$ cat config.mk
export PLATFORM = sky130hd
export DESIGN_NAME = gcsp_global_pins
export DESIGN_NICKNAME = d
export VERILOG_FILES = /design/src/pkg/gcsp_pkg.sv /design/src/verilog/gcsp_global_pins.sv
export SDC_FILE = /design/constraint.sdc
export NUM_CORES = 1
export LEC_CHECK = 0
export BUFFER_PORTS_ARGS = -buffer_cell sky130_fd_sc_hd__buf_4
export CAP_MARGIN = 15
export CORE_ASPECT_RATIO = 1.75
export CORE_MARGIN = 2
export CORE_UTILIZATION = 40
export CTS_CLUSTER_DIAMETER = 40
export DETAILED_ROUTE_END_ITERATION = 12
export PLACE_DENSITY = 0.74
export SETUP_SLACK_MARGIN = 0.3
export SLEW_MARGIN = 25
export SYNTH_ARGS = -nofsm -noshare
export SYNTH_HDL_FRONTEND = slang
export SYNTH_SLANG_ARGS = --single-unit
$ cat constraint.sdc
create_clock -name clk_sys -period 1.65 [get_ports clk_sys]
set_clock_uncertainty 0.15 [all_clocks]
set_input_delay 0.33 -clock clk_sys [delete_from_list [all_inputs] [get_ports clk_sys]]
set_output_delay 0.33 -clock clk_sys [all_outputs]
set_load 0.03 [all_outputs]
$ cat src/pkg/gcsp_pkg.sv
// Package of offsets, fields and reset values for the global pin block
package gcsp_pkg;
    // ------------------------------------------------------------
    // Register byte offsets
    // ------------------------------------------------------------
    localparam logic [7:0] ADDR_CTRL     = 8'h00;
    localparam logic [7:0] ADDR_INTPIN   = 8'h04;
    localparam logic [7:0] ADDR_GPIO     = 8'h08;
    localparam logic [7:0] ADDR_STATUS   = 8'h0c;
    localparam logic [7:0] ADDR_EVT      = 8'h10;
    localparam logic [7:0] ADDR_EVTCLR   = 8'h14;
    localparam logic [7:0] ADDR_EVTEN    = 8'h18;
    // ------------------------------------------------------------
    // Control register fields
    // ------------------------------------------------------------
    localparam int CTRL_EXTSWMODE = 0;
    localparam int CTRL_RATEFAM   = 1;
    localparam int CTRL_DIG1FAM   = 2;
    localparam int CTRL_DIG2FAM   = 3;
    localparam int CTRL_REFFAILEN = 4;
    localparam int CTRL_LOCKEN    = 5;
    // ------------------------------------------------------------
    // Interrupt pin config fields
    // ------------------------------------------------------------
    localparam int INTP_ABSENTMODE = 0;
    localparam int INTP_ACTHIGH    = 1;
    localparam int INTP_OPENDRAIN  = 2;
    localparam int INTP_GPOMODE    = 3;
    localparam int INTP_GPOVAL     = 4;
    // ------------------------------------------------------------
    // GPIO fields
    // ------------------------------------------------------------
    localparam int IO4_DIR = 0;
    localparam int IO4_OUT = 1;
    // ------------------------------------------------------------
    // Status and event fields
    // ------------------------------------------------------------
    localparam int ST_IO4PIN  = 0;
    localparam int ST_LOCKED  = 1;
    localparam int ST_REFFAIL = 2;
    localparam int ST_REFLOST = 3;
    localparam int EVT_REFFAIL = 0;
    localparam int EVT_LOCKCHG = 1;
    localparam int EVT_REFLOST = 2;
    localparam int EVT_W       = 3;
    // ------------------------------------------------------------
    // Reset values
    // ------------------------------------------------------------
    localparam logic [5:0] CTRL_RST   = 6'h00;
    localparam logic [4:0] INTP_RST   = 5'h00;
    localparam logic [1:0] GPIO_RST   = 2'h0;
    localparam logic [2:0] EVT_RST    = 3'h0;
    localparam int         RST_MIN_CYCLES = 2;
    // Rate family encodings
    localparam logic RATE_SDH   = 1'b0;
    localparam logic RATE_SONET = 1'b1;
    // Strap capture sequencer
    typedef enum logic [1:0] {GCSP_IN_RESET, GCSP_SETTLE, GCSP_CAPTURE, GCSP_RUN} gcsp_state_t;
endpackage : gcsp_pkg

$ cat src/verilog/gcsp_global_pins.sv
// Global control and status pin logic with APB register access

// Contract
// - Low reset clears all state asynchronously
// - Reset release captures source-switch strap into mode
// - Switch pin picks clock pair 3/5 or 4/6
// - Rate-family strap sets three family bits
// - Family 0 is SDH, 1 is SONET
// - Rate-family pin becomes general IO 4
// - Ref-fail pin follows status or floats
// - Lock pin shows lock or drives low
// - Mode bit picks interrupt or loss function
// - Interrupt mode: polarity, drive, or GPO
// - Loss mode shows live activity monitor
module gcsp_global_pins (
    input  wire logic        clk_sys,
    input  wire logic        nrst,
    input  wire logic        psel,
    input  wire logic        penable,
    input  wire logic        pwrite,
    input  wire logic [7:0]  paddr,
    input  wire logic [31:0] pwdata,
    output logic [31:0]      prdata,
    output logic             pready,
    output logic             pslverr,
    input  wire logic        srcSwitchPin,
    input  wire logic        rateFamilyPinIn,
    output logic             rateFamilyPinOut,
    output logic             rateFamilyPinOe,
    input  wire logic        refFailLatched,
    input  wire logic        pllLocked,
    input  wire logic        refActivityLost,
    output logic             selectAltPair,
    output logic             rateFamily,
    output logic             dig1RateFamily,
    output logic             dig2RateFamily,
    output logic             refFailOut,
    output logic             refFailOe,
    output logic             lockOut,
    output logic             intPinOut,
    output logic             intPinOe,
    output logic             irq
);
    import gcsp_pkg::*;

    // ------------------------------------------------------------
    // Input synchronisers
    // ------------------------------------------------------------
    // Two stages each: fast_source_switch_pin, ioPin, refFail, locked, refLost
    logic [4:0] meta_q, meta_d, sync_q, sync_d;
    logic srcSwS, ioPinS, refFailS, lockedS, refLostS;

    always_comb begin
        meta_d = {refActivityLost, pllLocked, refFailLatched, rateFamilyPinIn, srcSwitchPin};
        sync_d = meta_q;
    end

    always_ff @(posedge clk_sys or negedge nrst) begin
        if (!nrst) begin
            meta_q <= 5'h00;
            sync_q <= 5'h00;
        end else begin
            meta_q <= meta_d;
            sync_q <= sync_d;
        end
    end

    assign srcSwS   = sync_q[0];
    assign ioPinS   = sync_q[1];
    assign refFailS = sync_q[2];
    assign lockedS  = sync_q[3];
    assign refLostS = sync_q[4];

    // ------------------------------------------------------------
    // Strap capture after reset release
    // ------------------------------------------------------------
    // Waits until synchronisers hold post-reset pin levels
    gcsp_state_t state_q, state_d;

    always_comb begin
        case (state_q)
            GCSP_IN_RESET: state_d = GCSP_SETTLE;
            GCSP_SETTLE:   state_d = GCSP_CAPTURE;
            GCSP_CAPTURE:  state_d = GCSP_RUN;
            GCSP_RUN:      state_d = GCSP_RUN;
            default:       state_d = GCSP_IN_RESET;
        endcase
    end

    always_ff @(posedge clk_sys or negedge nrst) begin
        if (!nrst) begin
            state_q <= GCSP_IN_RESET;
        end else begin
            state_q <= state_d;
        end
    end

    // ------------------------------------------------------------
    // Registers
    // ------------------------------------------------------------
    logic [5:0]       ctrl_q, ctrl_d;
    logic [4:0]       intp_q, intp_d;
    logic [1:0]       gpio_q, gpio_d;
    logic [EVT_W-1:0] evt_q, evt_d, evtEn_q, evtEn_d;
    logic             lockedPrev_q, lockedPrev_d, refFailPrev_q, refFailPrev_d;
    logic             refLostPrev_q, refLostPrev_d;
    logic [31:0]      prdata_q, prdata_d;
    logic             pready_q, pready_d, pslverr_q, pslverr_d;
    logic             wrEn, rdEn, hit;
    logic [EVT_W-1:0] evtSet;

    function automatic logic known_addr(input logic [7:0] a);
        known_addr = (a == ADDR_CTRL) || (a == ADDR_INTPIN) || (a == ADDR_GPIO) ||
                     (a == ADDR_STATUS) || (a == ADDR_EVT) || (a == ADDR_EVTCLR) ||
                     (a == ADDR_EVTEN);
    endfunction : known_addr

    always_comb begin
        wrEn = psel && !penable && pwrite;
        rdEn = psel && !penable && !pwrite;
        hit  = known_addr(paddr);
        ctrl_d = ctrl_q;
        intp_d = intp_q;
        gpio_d = gpio_q;
        evtEn_d = evtEn_q;
        lockedPrev_d  = lockedS;
        refFailPrev_d = refFailS;
        refLostPrev_d = refLostS;
        evtSet = '0;
        if (state_q != GCSP_IN_RESET && state_q != GCSP_SETTLE) begin
            evtSet[EVT_REFFAIL] = refFailS && !refFailPrev_q;
            evtSet[EVT_LOCKCHG] = lockedS != lockedPrev_q;
            evtSet[EVT_REFLOST] = refLostS && !refLostPrev_q;
        end
        evt_d = evt_q;
        if (wrEn && paddr == ADDR_EVTCLR) begin
            evt_d = evt_q & ~pwdata[EVT_W-1:0];
        end
        evt_d = evt_d | evtSet; // set wins over clear
        if (state_q == GCSP_CAPTURE) begin
            ctrl_d[CTRL_EXTSWMODE] = srcSwS;
            ctrl_d[CTRL_RATEFAM]   = ioPinS;
            ctrl_d[CTRL_DIG1FAM]   = ioPinS;
            ctrl_d[CTRL_DIG2FAM]   = ioPinS;
        end
        if (wrEn) begin
            case (paddr)
                ADDR_CTRL:   ctrl_d  = pwdata[5:0];
                ADDR_INTPIN: intp_d  = pwdata[4:0];
                ADDR_GPIO:   gpio_d  = pwdata[1:0];
                ADDR_EVTEN:  evtEn_d = pwdata[EVT_W-1:0];
                default: begin
                end
            endcase
        end
        // Answer in setup cycle's next edge: one wait-free access
        pready_d  = psel && !penable;
        pslverr_d = psel && !penable && !hit;
        prdata_d  = prdata_q;
        if (rdEn) begin
            case (paddr)
                ADDR_CTRL:   prdata_d = {26'h0, ctrl_q};
                ADDR_INTPIN: prdata_d = {27'h0, intp_q};
                ADDR_GPIO:   prdata_d = {30'h0, gpio_q};
                ADDR_STATUS: prdata_d = {28'h0, refLostS, refFailS, lockedS, ioPinS};
                ADDR_EVT:    prdata_d = {29'h0, evt_q};
                ADDR_EVTEN:  prdata_d = {29'h0, evtEn_q};
                default:     prdata_d = 32'h0;
            endcase
        end
    end

    always_ff @(posedge clk_sys or negedge nrst) begin
        if (!nrst) begin
            ctrl_q        <= CTRL_RST;
            intp_q        <= INTP_RST;
            gpio_q        <= GPIO_RST;
            evt_q         <= EVT_RST;
            evtEn_q       <= EVT_RST;
            lockedPrev_q  <= 1'b0;
            refFailPrev_q <= 1'b0;
            refLostPrev_q <= 1'b0;
            prdata_q      <= 32'h0;
            pready_q      <= 1'b0;
            pslverr_q     <= 1'b0;
        end else begin
            ctrl_q        <= ctrl_d;
            intp_q        <= intp_d;
            gpio_q        <= gpio_d;
            evt_q         <= evt_d;
            evtEn_q       <= evtEn_d;
            lockedPrev_q  <= lockedPrev_d;
            refFailPrev_q <= refFailPrev_d;
            refLostPrev_q <= refLostPrev_d;
            prdata_q      <= prdata_d;
            pready_q      <= pready_d;
            pslverr_q     <= pslverr_d;
        end
    end

    // ------------------------------------------------------------
    // Pin outputs
    // ------------------------------------------------------------
    logic [11:0] pins_q, pins_d;
    logic        intLevel;
    logic        running;

    always_comb begin
        running = (state_q == GCSP_RUN);
        // Interrupt-mode source level, polarity applied after
        intLevel = intp_q[INTP_GPOMODE] ? intp_q[INTP_GPOVAL] : |(evt_q & evtEn_q);
        if (!intp_q[INTP_GPOMODE]) begin
            intLevel = intp_q[INTP_ACTHIGH] ? intLevel : !intLevel;
        end
        pins_d[0] = running && ctrl_q[CTRL_EXTSWMODE] && srcSwS;
        pins_d[1] = ctrl_q[CTRL_RATEFAM];
        pins_d[2] = ctrl_q[CTRL_DIG1FAM];
        pins_d[3] = ctrl_q[CTRL_DIG2FAM];
        pins_d[4] = gpio_q[IO4_OUT];
        // Pin is still a strap input until capture is done
        pins_d[5] = running && gpio_q[IO4_DIR];
        pins_d[6] = refFailS;
        pins_d[7] = ctrl_q[CTRL_REFFAILEN];
        pins_d[8] = ctrl_q[CTRL_LOCKEN] && lockedS;
        if (intp_q[INTP_ABSENTMODE]) begin
            pins_d[9]  = refLostS;
            pins_d[10] = 1'b1;
        end else if (intp_q[INTP_OPENDRAIN] && !intp_q[INTP_GPOMODE]) begin
            // Open drain: drive low only, output level held at 0
            pins_d[9]  = 1'b0;
            pins_d[10] = !intLevel;
        end else begin
            pins_d[9]  = intLevel;
            pins_d[10] = 1'b1;
        end
        pins_d[11] = |(evt_q & evtEn_q);
    end

    always_ff @(posedge clk_sys or negedge nrst) begin
        if (!nrst) begin
            pins_q <= 12'h000;
        end else begin
            pins_q <= pins_d;
        end
    end

    assign selectAltPair    = pins_q[0];
    assign rateFamily       = pins_q[1];
    assign dig1RateFamily   = pins_q[2];
    assign dig2RateFamily   = pins_q[3];
    assign rateFamilyPinOut = pins_q[4];
    assign rateFamilyPinOe  = pins_q[5];
    assign refFailOut       = pins_q[6];
    assign refFailOe        = pins_q[7];
    assign lockOut          = pins_q[8];
    assign intPinOut        = pins_q[9];
    assign intPinOe         = pins_q[10];
    assign irq              = pins_q[11];
    assign prdata           = prdata_q;
    assign pready           = pready_q;
    assign pslverr          = pslverr_q;
endmodule : gcsp_global_pins
After elaboration in Yosys (flattened, before gate mapping)
Index checks and enable logic that the tools add are counted.

cells by class
  equality and inequality tests = 11
  muxes and demuxes = 12
  bitwise logic cells = 4
  reductions and logical operators = 36

operators with widths
  kind                                                                    count
  6-bit case mux with 6 select lines                                      1
  8-bit by 5-bit equality test with 1-bit output (second input constant)  3
  8-bit by 4-bit equality test with 1-bit output (second input constant)  2
  1-bit logical AND                                                       13
  4-bit two-way mux                                                       3
  8-bit by 3-bit equality test with 1-bit output (second input constant)  1
  1-bit logical NOT                                                       8
  8-bit logical NOT                                                       1
  2-bit AND reduction                                                     4
  3-bit bitwise AND                                                       2
  1-bit logical OR                                                        6
  3-bit two-way mux                                                       2
  2-bit case mux with 3 select lines                                      1
  2-bit equality test (second input constant)                             2
  2-bit two-way mux                                                       2
  1-bit two-way mux                                                       3
  3-bit inverter                                                          1
  3-bit OR                                                                1
  3-bit OR reduction                                                      1
  2-bit by 1-bit equality test with 1-bit output (second input constant)  1
  2-bit logical NOT                                                       1
  2-bit by 1-bit != test with 1-bit output (second input constant)        1
  2-bit nonzero test                                                      1
  2-bit OR reduction                                                      1
  1-bit != test                                                           1

word-level totals
  register bits after elaboration = 80
  input bits = 50
  word-level logic and storage cells = 79

Longest topological paths before layout
Gate-level depths: netlist of the first run.

  depth in word-level cells = 9
  mapped depth = 5

Worst setup path after synthesis of the first run
Ideal clock, no wire load.

  path type = input -> register
  from = input paddr[5]
  to = register evtEn_q[0]
  setup time = 0.128 ns
  arrival time = 1.505 ns
  required time = 1.372 ns
  slack = -0.133 ns
  stages = 4
  path buffers = 1
  path through = or3_1 > buf_2 > nor4b_4 > mux2_1

between the ends
  word-level cells in the longest chain between the ends = 2

RTL lines
  what                                            line                     source
  start, declared                                 gcsp_global_pins.sv:21   input wire logic [7:0] paddr,
  8-bit by 5-bit equality test with 1-bit output  gcsp_global_pins.sv:147  case (paddr)
  2-bit AND reduction (no source line)            -
  end signal, assigned                            gcsp_global_pins.sv:191  evtEn_q <= evtEn_d;
  end, declared                                   gcsp_global_pins.sv:104  logic [EVT_W-1:0] evt_q, evt_d, evtEn_q, evtEn_d;

Every way passes these cells.
A chain may end at the register's enable or synchronous reset.

Worst setup path in the final report of the first run
  from = register evtEn_q[0]
  to = register pins_q[10]

between the ends
  word-level cells in the longest chain between the ends = 9

RTL lines
  what                  line                     source
  3-bit bitwise AND *   gcsp_global_pins.sv:211  intLevel = intp_q[INTP_GPOMODE] ? intp_q[INTP_GPOVAL] : |(evt_q & evtEn_q);
  3-bit OR reduction *  gcsp_global_pins.sv:211
  1-bit two-way mux *   gcsp_global_pins.sv:211
  1-bit logical NOT     gcsp_global_pins.sv:213  intLevel = intp_q[INTP_ACTHIGH] ? intLevel : !intLevel;
  1-bit two-way mux     gcsp_global_pins.sv:213
  1-bit two-way mux *   gcsp_global_pins.sv:212  if (!intp_q[INTP_GPOMODE]) begin
  1-bit logical NOT *   gcsp_global_pins.sv:231  pins_d[10] = !intLevel;
  2-bit two-way mux *   gcsp_global_pins.sv:228  end else if (intp_q[INTP_OPENDRAIN] && !intp_q[INTP_GPOMODE]) begin
  2-bit two-way mux *   gcsp_global_pins.sv:225  if (intp_q[INTP_ABSENTMODE]) begin
  via pins_d[10]        gcsp_global_pins.sv:204  logic [11:0] pins_q, pins_d;
  end signal, assigned  gcsp_global_pins.sv:243  pins_q <= pins_d;
  end, declared         gcsp_global_pins.sv:204

Mark *: on every way through the listed nets, which the timed path passes. The rest lies on a longest branch.

==> metrics.md, run 1 <==
| Metric | Value |
|---|---|
| Setup crit end kind | `flip-flop` |
| Gr ovfl total | `0` |
| Pwr Total | `2.53 mW` |
| Leak | `1.64 nW` |
| Maximum number of pins on one net before global-route repair | `38` |
| Power density over the cells | `747 mW/mm2` |
| Worst min path class | `in2reg` |
| Worst-path clk slew | `0.10 ns` |
| Initial antenna violation count | `0` |
| Syn Std Cell Area | `0.00237 mm2` |
| First-pass GRT wire length | `9.02 mm` |
| Final slew viol count | `0` |
| GPL Wtd Cong | `0.862` |
| CP top delay family | `simple AND/OR/NAND/NOR gates` |
| Status | `finished, violations left` |
| Antenna cells | `0` |
| Die footprint | `0.00657 mm2` |
| CTS Buffer Depth | `2` |
| Tcrit/Tclk final | `1.08` |
| Core area | `0.00579 mm2` |
| Unrepaired setup endpoints after global routing | `true` |
| Violated checks | `negative setup slack` |
| Yosys reg bits | `53` |
| EDFF count, synth | `0` |
| Slowest stage cell, crit path | `or4b_1` |
| Clock Sinks | `53` |
| Top Ports | `96` |
| Post-synth cell types | `44` |
| Final hold vios | `0` |
| Crit Path Class | `reg2reg` |
| CTS tree | `built` |
| YS warnings | `0` |
| Dpl hpwl | `3.93 mm` |
| Vias in the first global route | `1843` |
| CP Data Required Time | `1.69 ns` |
| Cell count after synthesis | `194` |
| Skew-Pair Late Insertion Delay | `0.32 ns` |
| Critical-path cell list | `a222oi_1 -> buf_4 -> xnor2_2 -> or4b_1` |
| # setup viols final | `2` |
| Max Fclk | `0.560 GHz` |
| Area grow syn2layout | `43.4%` |
| Setup ws final | `-0.136 ns` |
| Share of cells above drive strength 1 | `0.477` |
| DRC violations left | `0` |
| Port bufs | `43` |
| Dpl ws | `-0.410 ns` |
| GRT Overall Usage | `0.179` |
| Post-route ant nets | `0` |
| Ys async rst share | `1.00` |
| CP max FO | `2` |
| Via Count | `1805` |
| Drt pass-1 iters | `4` |
| Critical path arrival | `1.83 ns` |
| MaxCap Viol Count | `0` |
| CP max stage delay | `0.49 ns` |
| Htree depth | `2` |
| Crit path buf inv count | `1` |
| Die W | `62.1 um` |
| Nets | `334` |
| Row Count | `37` |
| Register area share after synthesis | `0.561` |
| Die span in y | `106 um` |
| Setup Total Neg Slack | `-0.163 ns` |
| Startpoint types | `flip-flop` |
| Worst vdd ir | `0.000354 V` |
| Ys flop type | `dfrtp_1` |
| Routed WL | `5.88 mm` |
| Initial Util | `0.409` |
| Vias per cell | `4.97` |
| CTS buffer count | `5` |
| Tmin final | `1.79 ns` |
| 1st-iter DRT viols | `80` |
| Mean Syn Cell Area | `12.2 um2` |
| DR WL/cell | `16.2 um` |
| Clock root cell | `clkbuf_8` |
==> state kept, by name (all words and copies together), names as in the netlist <==
name	cells
evtEn_q	3
pslverr	1
pready	1
intp_q	5
evt_q	3
lockedPrev_q	1
refLostPrev_q	1
pins_q	12
meta_q	5
ctrl_q	6
sync_q	5
prdata	6
gpio_q	2
state_q	2
==> through the flow <==
step,hold WS (ns),cells,util,cell area [um2]
floorplan,-0.116,219,-,2490
global placement,0.0612,332,0.493,2850
finish,0.0974,363,0.586,3390
detailed placement,0.0605,332,0.493,2850
CTS,0.0965,355,0.558,3230
global route,0.0873,363,0.586,3390
==> per-layer routing <==
| metal | routed length [um] | global-route usage | vias up |
|---|---|---|---|
| met5 | 0 | 0 | - |
| met4 | 278 | 0.110 | 0 |
| met3 | 288 | 0.0320 | 21 |
| met2 | 3410 | 0.342 | 80 |
| met1 | 1900 | 0.174 | 893 |
| li1 | - | - | 811 |
==> final cells by class <==
class | instances | area (um2)
fill | 458 | 2390
sequential | 53 | 1330
multi-input combinational | 130 | 1060
timing repair buffer | 88 | 790
tap | 78 | 97.6
clock buffer | 5 | 68.8
clock inverter | 3 | 26.3
inverter | 6 | 22.5
==> power breakdown <==
group / leakage [nW] / internal, mW / switching (mW)
clock network: 0.0423 / 0.309 / 0.457
logic: 0.951 / 0.157 / 0.243
registers: 0.646 / 1.34 / 0.0294
total: 1.64 / 1.81 / 0.730
==> kinds of logic (layout without fill, tap and decap cells) <==
group	count (synthesis)	count (layout)	synth area share
xor+xnor	2	2	0.00740
compound gates	28	28	0.0783
flops	53	53	0.561
simple gates	56	56	0.167
mux	18	18	0.0846
other cells	1	26	0.00158
buf+inv	36	102	0.100
==> cells in the final DEF, fill, tap and decap left out, types with 3 or more instances in the layout <==
| cell | count |
|---|---|
| buf_4 | 56 |
| buf_6 | 23 |
| a21oi_1 | 8 |
| inv_1 | 6 |
| nand2_1 | 11 |
| conb_1 | 26 |
| nand2b_1 | 3 |
| dlygate4sd3_1 | 6 |
| clkbuf_8 | 5 |
| nor2_2 | 3 |
| o21ai_2 | 3 |
| nor2_1 | 6 |
| dfrtp_1 | 52 |
| mux2_2 | 3 |
| mux2_4 | 12 |
| nor4b_4 | 4 |
==> worst paths after layout <==
kind / end / cells after the start / start / slack, ns
worst max-delay path: pins_q[10]$_DFF_PN0_ / 4 / evtEn_q[0]$_DFFE_PN0P_ / -0.14
worst min-delay path: ctrl_q[5]$_DFFE_PN0P_ / 2 / pwdata[5] / 0.1
worst max register to register: pins_q[10]$_DFF_PN0_ / 4 / evtEn_q[0]$_DFFE_PN0P_ / -0.14
worst min register to register: sync_q[0]$_DFF_PN0_ / 0 / meta_q[0]$_DFF_PN0_ / 0.21
max in group asynchronous: state_q[1]$_DFF_PN0_ / 3 / nrst / 0.62
min in group asynchronous: pins_q[2]$_DFF_PN0_ / 2 / nrst / 0.26
==> what timing repair did <==
action | CTS | global route
setup buffers | 9 | 8
resized for setup | 35 | 29
endpoints found under the setup margin | 36 | 45
endpoints found under the hold margin | 26 | 0
pin swaps | 17 | 15
hold buffers | 6 | 0
==> cell usage after synthesis, drive strengths merged, types with 3 or more instances <==
master	n	area share
a21oi	9	0.019
a22oi	3	0.0095
buf	30	0.091
dfrtp	53	0.56
inv	6	0.0095
mux2	16	0.076
nand2	15	0.025
nand2b	4	0.011
nand3	5	0.016
nor2	10	0.016
nor3	3	0.0085
nor4b	4	0.036
o21ai	6	0.013
Note: power is estimated with default switching activity, not from simulation.
==> run 2: changes to the inputs <==
CORE_MARGIN = 1.5   (was 2)
==> run 2 against run 1 <==
Compared with the run above: the run still ends with negative setup slack left; clock-buffer cell count stayed put; final area grew 1.4%; clock power up 9.3%; combinational power rose by 3%; cell count fell by 0.55%; via count shrank 2.8%; first-iteration DRC count decreased by 28%; non-clock buffer count up 1; sequential share of layout area down 0.55 points; largest cell class unchanged; worst hold slack improved by 0.017 ns.
==> metrics.md, run 2 (synthesis results as in run 1) <==
| Metric | Value |
|---|---|
| Tcrit/Tclk final | `1.08 (-0.00372)` |
| Startpoint types | `flip-flop` |
| CTS buffer count | `5 (unchanged)` |
| Share of cells above drive strength 1 | `0.502 (+0.0246)` |
| Post-route cell area | `0.00344 mm2 (+1.4%)` |
| Die span in y | `105 um (-0.95%)` |
| Initial antenna violation count | `0 (unchanged)` |
| Drt pass-1 iters | `5 (+1)` |
| Placed cell area | `0.00289 mm2 (+1.5%)` |
| CTS Buffer Depth | `2 (unchanged)` |
| DRC violations left | `0 (unchanged)` |
| Vias per cell | `4.86 (-2.2%)` |
| Commonest non-fill, non-tap cells in the layout | `buf_4, dfrtp_1, conb_1, buf_6, mux2_4` |
| Leak | `1.66 nW (+1.4%)` |
| Critical-path cell list | `a222oi_1 -> buf_4 -> xnor2_2 -> buf_4 -> o31ai_2 -> mux2_2` |
| Die W | `61.1 um (-1.6%)` |
| Via Count | `1755 (-2.8%)` |
| Largest register by flop count | `pins_q` |
| Skew-Pair Late Insertion Delay | `0.30 ns (-0.02 ns)` |
| Clock Sinks | `53 (unchanged)` |
| Crit Path Class | `reg2reg` |
| DR WL/cell | `15.3 um (-5.6%)` |
| Worst vdd ir | `0.000592 V (+67%)` |
| Port bufs | `43 (unchanged)` |
| Nets | `335 (+0.30%)` |
| # setup viols final | `2 (unchanged)` |
| Setup crit end kind | `flip-flop` |
| Row Count | `36 (-2.7%)` |
| Worst-path clk slew | `0.09 ns (about the same)` |
| Htree depth | `2 (unchanged)` |
| CP max stage delay | `0.39 ns (-0.10 ns)` |
| Die footprint | `0.00640 mm2 (-2.5%)` |
| Unrepaired setup endpoints after global routing | `true` |
| Power density over the cells | `760 mW/mm2 (+1.8%)` |
| Worst min path class | `in2reg` |
| Clock root cell | `clkbuf_8` |
| Most common cell after layout, fill and taps aside | `buf_4` |
| Final core utilization | `0.611 (+0.0250)` |
| Worst rel slew slack | `0.563` |
| Antenna cells | `0 (unchanged)` |
| Tmin final | `1.78 ns (-0.00615 ns)` |
| Violated checks | `negative setup slack` |
| Maximum number of pins on one net before global-route repair | `30 (-21%)` |
| Min Hold Slack | `0.114 ns (+0.0170 ns)` |
| Dpl hpwl | `3.73 mm (-5.2%)` |
| Core area | `0.00563 mm2 (-2.7%)` |
| GRT Overall Usage | `0.174 (-0.00500)` |
| Final hold vios | `0 (unchanged)` |
| CTS tree | `built` |
| First-pass GRT wire length | `8.35 mm (-7.4%)` |
| Critical path arrival | `1.82 ns (about the same)` |
| Final slew viol count | `0 (unchanged)` |
| Area grow syn2layout | `45.5%` |
| Max Fclk | `0.562 GHz (+0.35%)` |
| Status | `finished, violations left` |
| CP Data Required Time | `1.69 ns (about the same)` |
| Crit path top cell by count | `buf_4` |
| Vias in the first global route | `1763 (-4.3%)` |
| Setup ws final | `-0.129 ns (+0.00615 ns)` |
| Routed WL | `5.52 mm (-6.2%)` |
| Largest register FFs | `12 (unchanged)` |
| Slowest stage cell, crit path | `dfrtp_1` |
| Initial Util | `0.420 (+0.0114)` |
| Gr ovfl total | `0 (unchanged)` |
| 1st-iter DRT viols | `58 (-28%)` |
| Worst Tran Pin Value | `0.653 ns` |
| Top Ports | `96 (unchanged)` |
| MaxCap Viol Count | `0 (unchanged)` |
| GPL Wtd Cong | `0.891 (+3.4%)` |
| CP max FO | `2 (unchanged)` |
| Post-route ant nets | `0 (unchanged)` |
run 2: layer usage:
metal	share of wire	track usage	vias to the layer above	routed length, um
met2	0.56	0.307	74	3100
li1	-	-	811	-
met1	0.36	0.190	855	1980
met4	0.031	0.0761	0	170
met3	0.050	0.0322	15	275
met5	0	0	-	0
run 2: final cells by class:
cell class                 count  area (um2)
clock buffer                   5        68.8
multi-input combinational    130        1110
inverter                       6        22.5
clock inverter                 2        35.0
timing repair buffer          89         787
sequential                    53        1330
tap                           76        95.1
fill                         433        2190
run 2: where the power goes:
group	switching [mW]	leakage, nW	internal [mW]
logic	0.246	0.961	0.168
clock network	0.396	0.0540	0.441
registers	0.0268	0.646	1.34
run 2: final timing paths:
path / from / end / slack (ns) / depth (start not counted)
worst min register to register: meta_q[0]$_DFF_PN0_ / sync_q[0]$_DFF_PN0_ / 0.21 / 0
min in group asynchronous: nrst / intp_q[3]$_DFFE_PN0P_ / 0.32 / 2
worst min-delay path: pwdata[4] / ctrl_q[4]$_DFFE_PN0P_ / 0.11 / 2
worst max-delay path: evtEn_q[0]$_DFFE_PN0P_ / pins_q[9]$_DFF_PN0_ / -0.13 / 6
worst max register to register: evtEn_q[0]$_DFFE_PN0P_ / pins_q[9]$_DFF_PN0_ / -0.13 / 6
max in group asynchronous: nrst / state_q[1]$_DFF_PN0_ / 0.58 / 3
run 2: worst max-delay path, delay by kind of cell, from the launching register on:
| kind | cells | cell delay [ns] |
|---|---|---|
| xor+xnor | 1 | 0.12 |
| buf+inv | 2 | 0.34 |
| flops | 1 | 0.39 |
| mux | 1 | 0.27 |
| compound gates | 2 | 0.42 |
run 2: stage by stage:
step	power [mW]	cells	setup slack [ns]	TNS, ns
floorplan	1.62	219	-0.126	-0.889
global placement	1.73	336	-0.369	-5.45
detailed placement	1.73	336	-0.388	-5.87
CTS	2.60	354	-0.129	-0.255
global route	2.71	361	-0.196	-0.378
finish	2.62	361	-0.129	-0.259
run 2: timing repair:
action                                 CTS  global route
setup endpoints to repair               29            38
hold buffers                             6             0
gates resized for setup                 37            35
pin swaps                               20            13
endpoints found under the hold margin   29             0
buffers inserted                         5             7
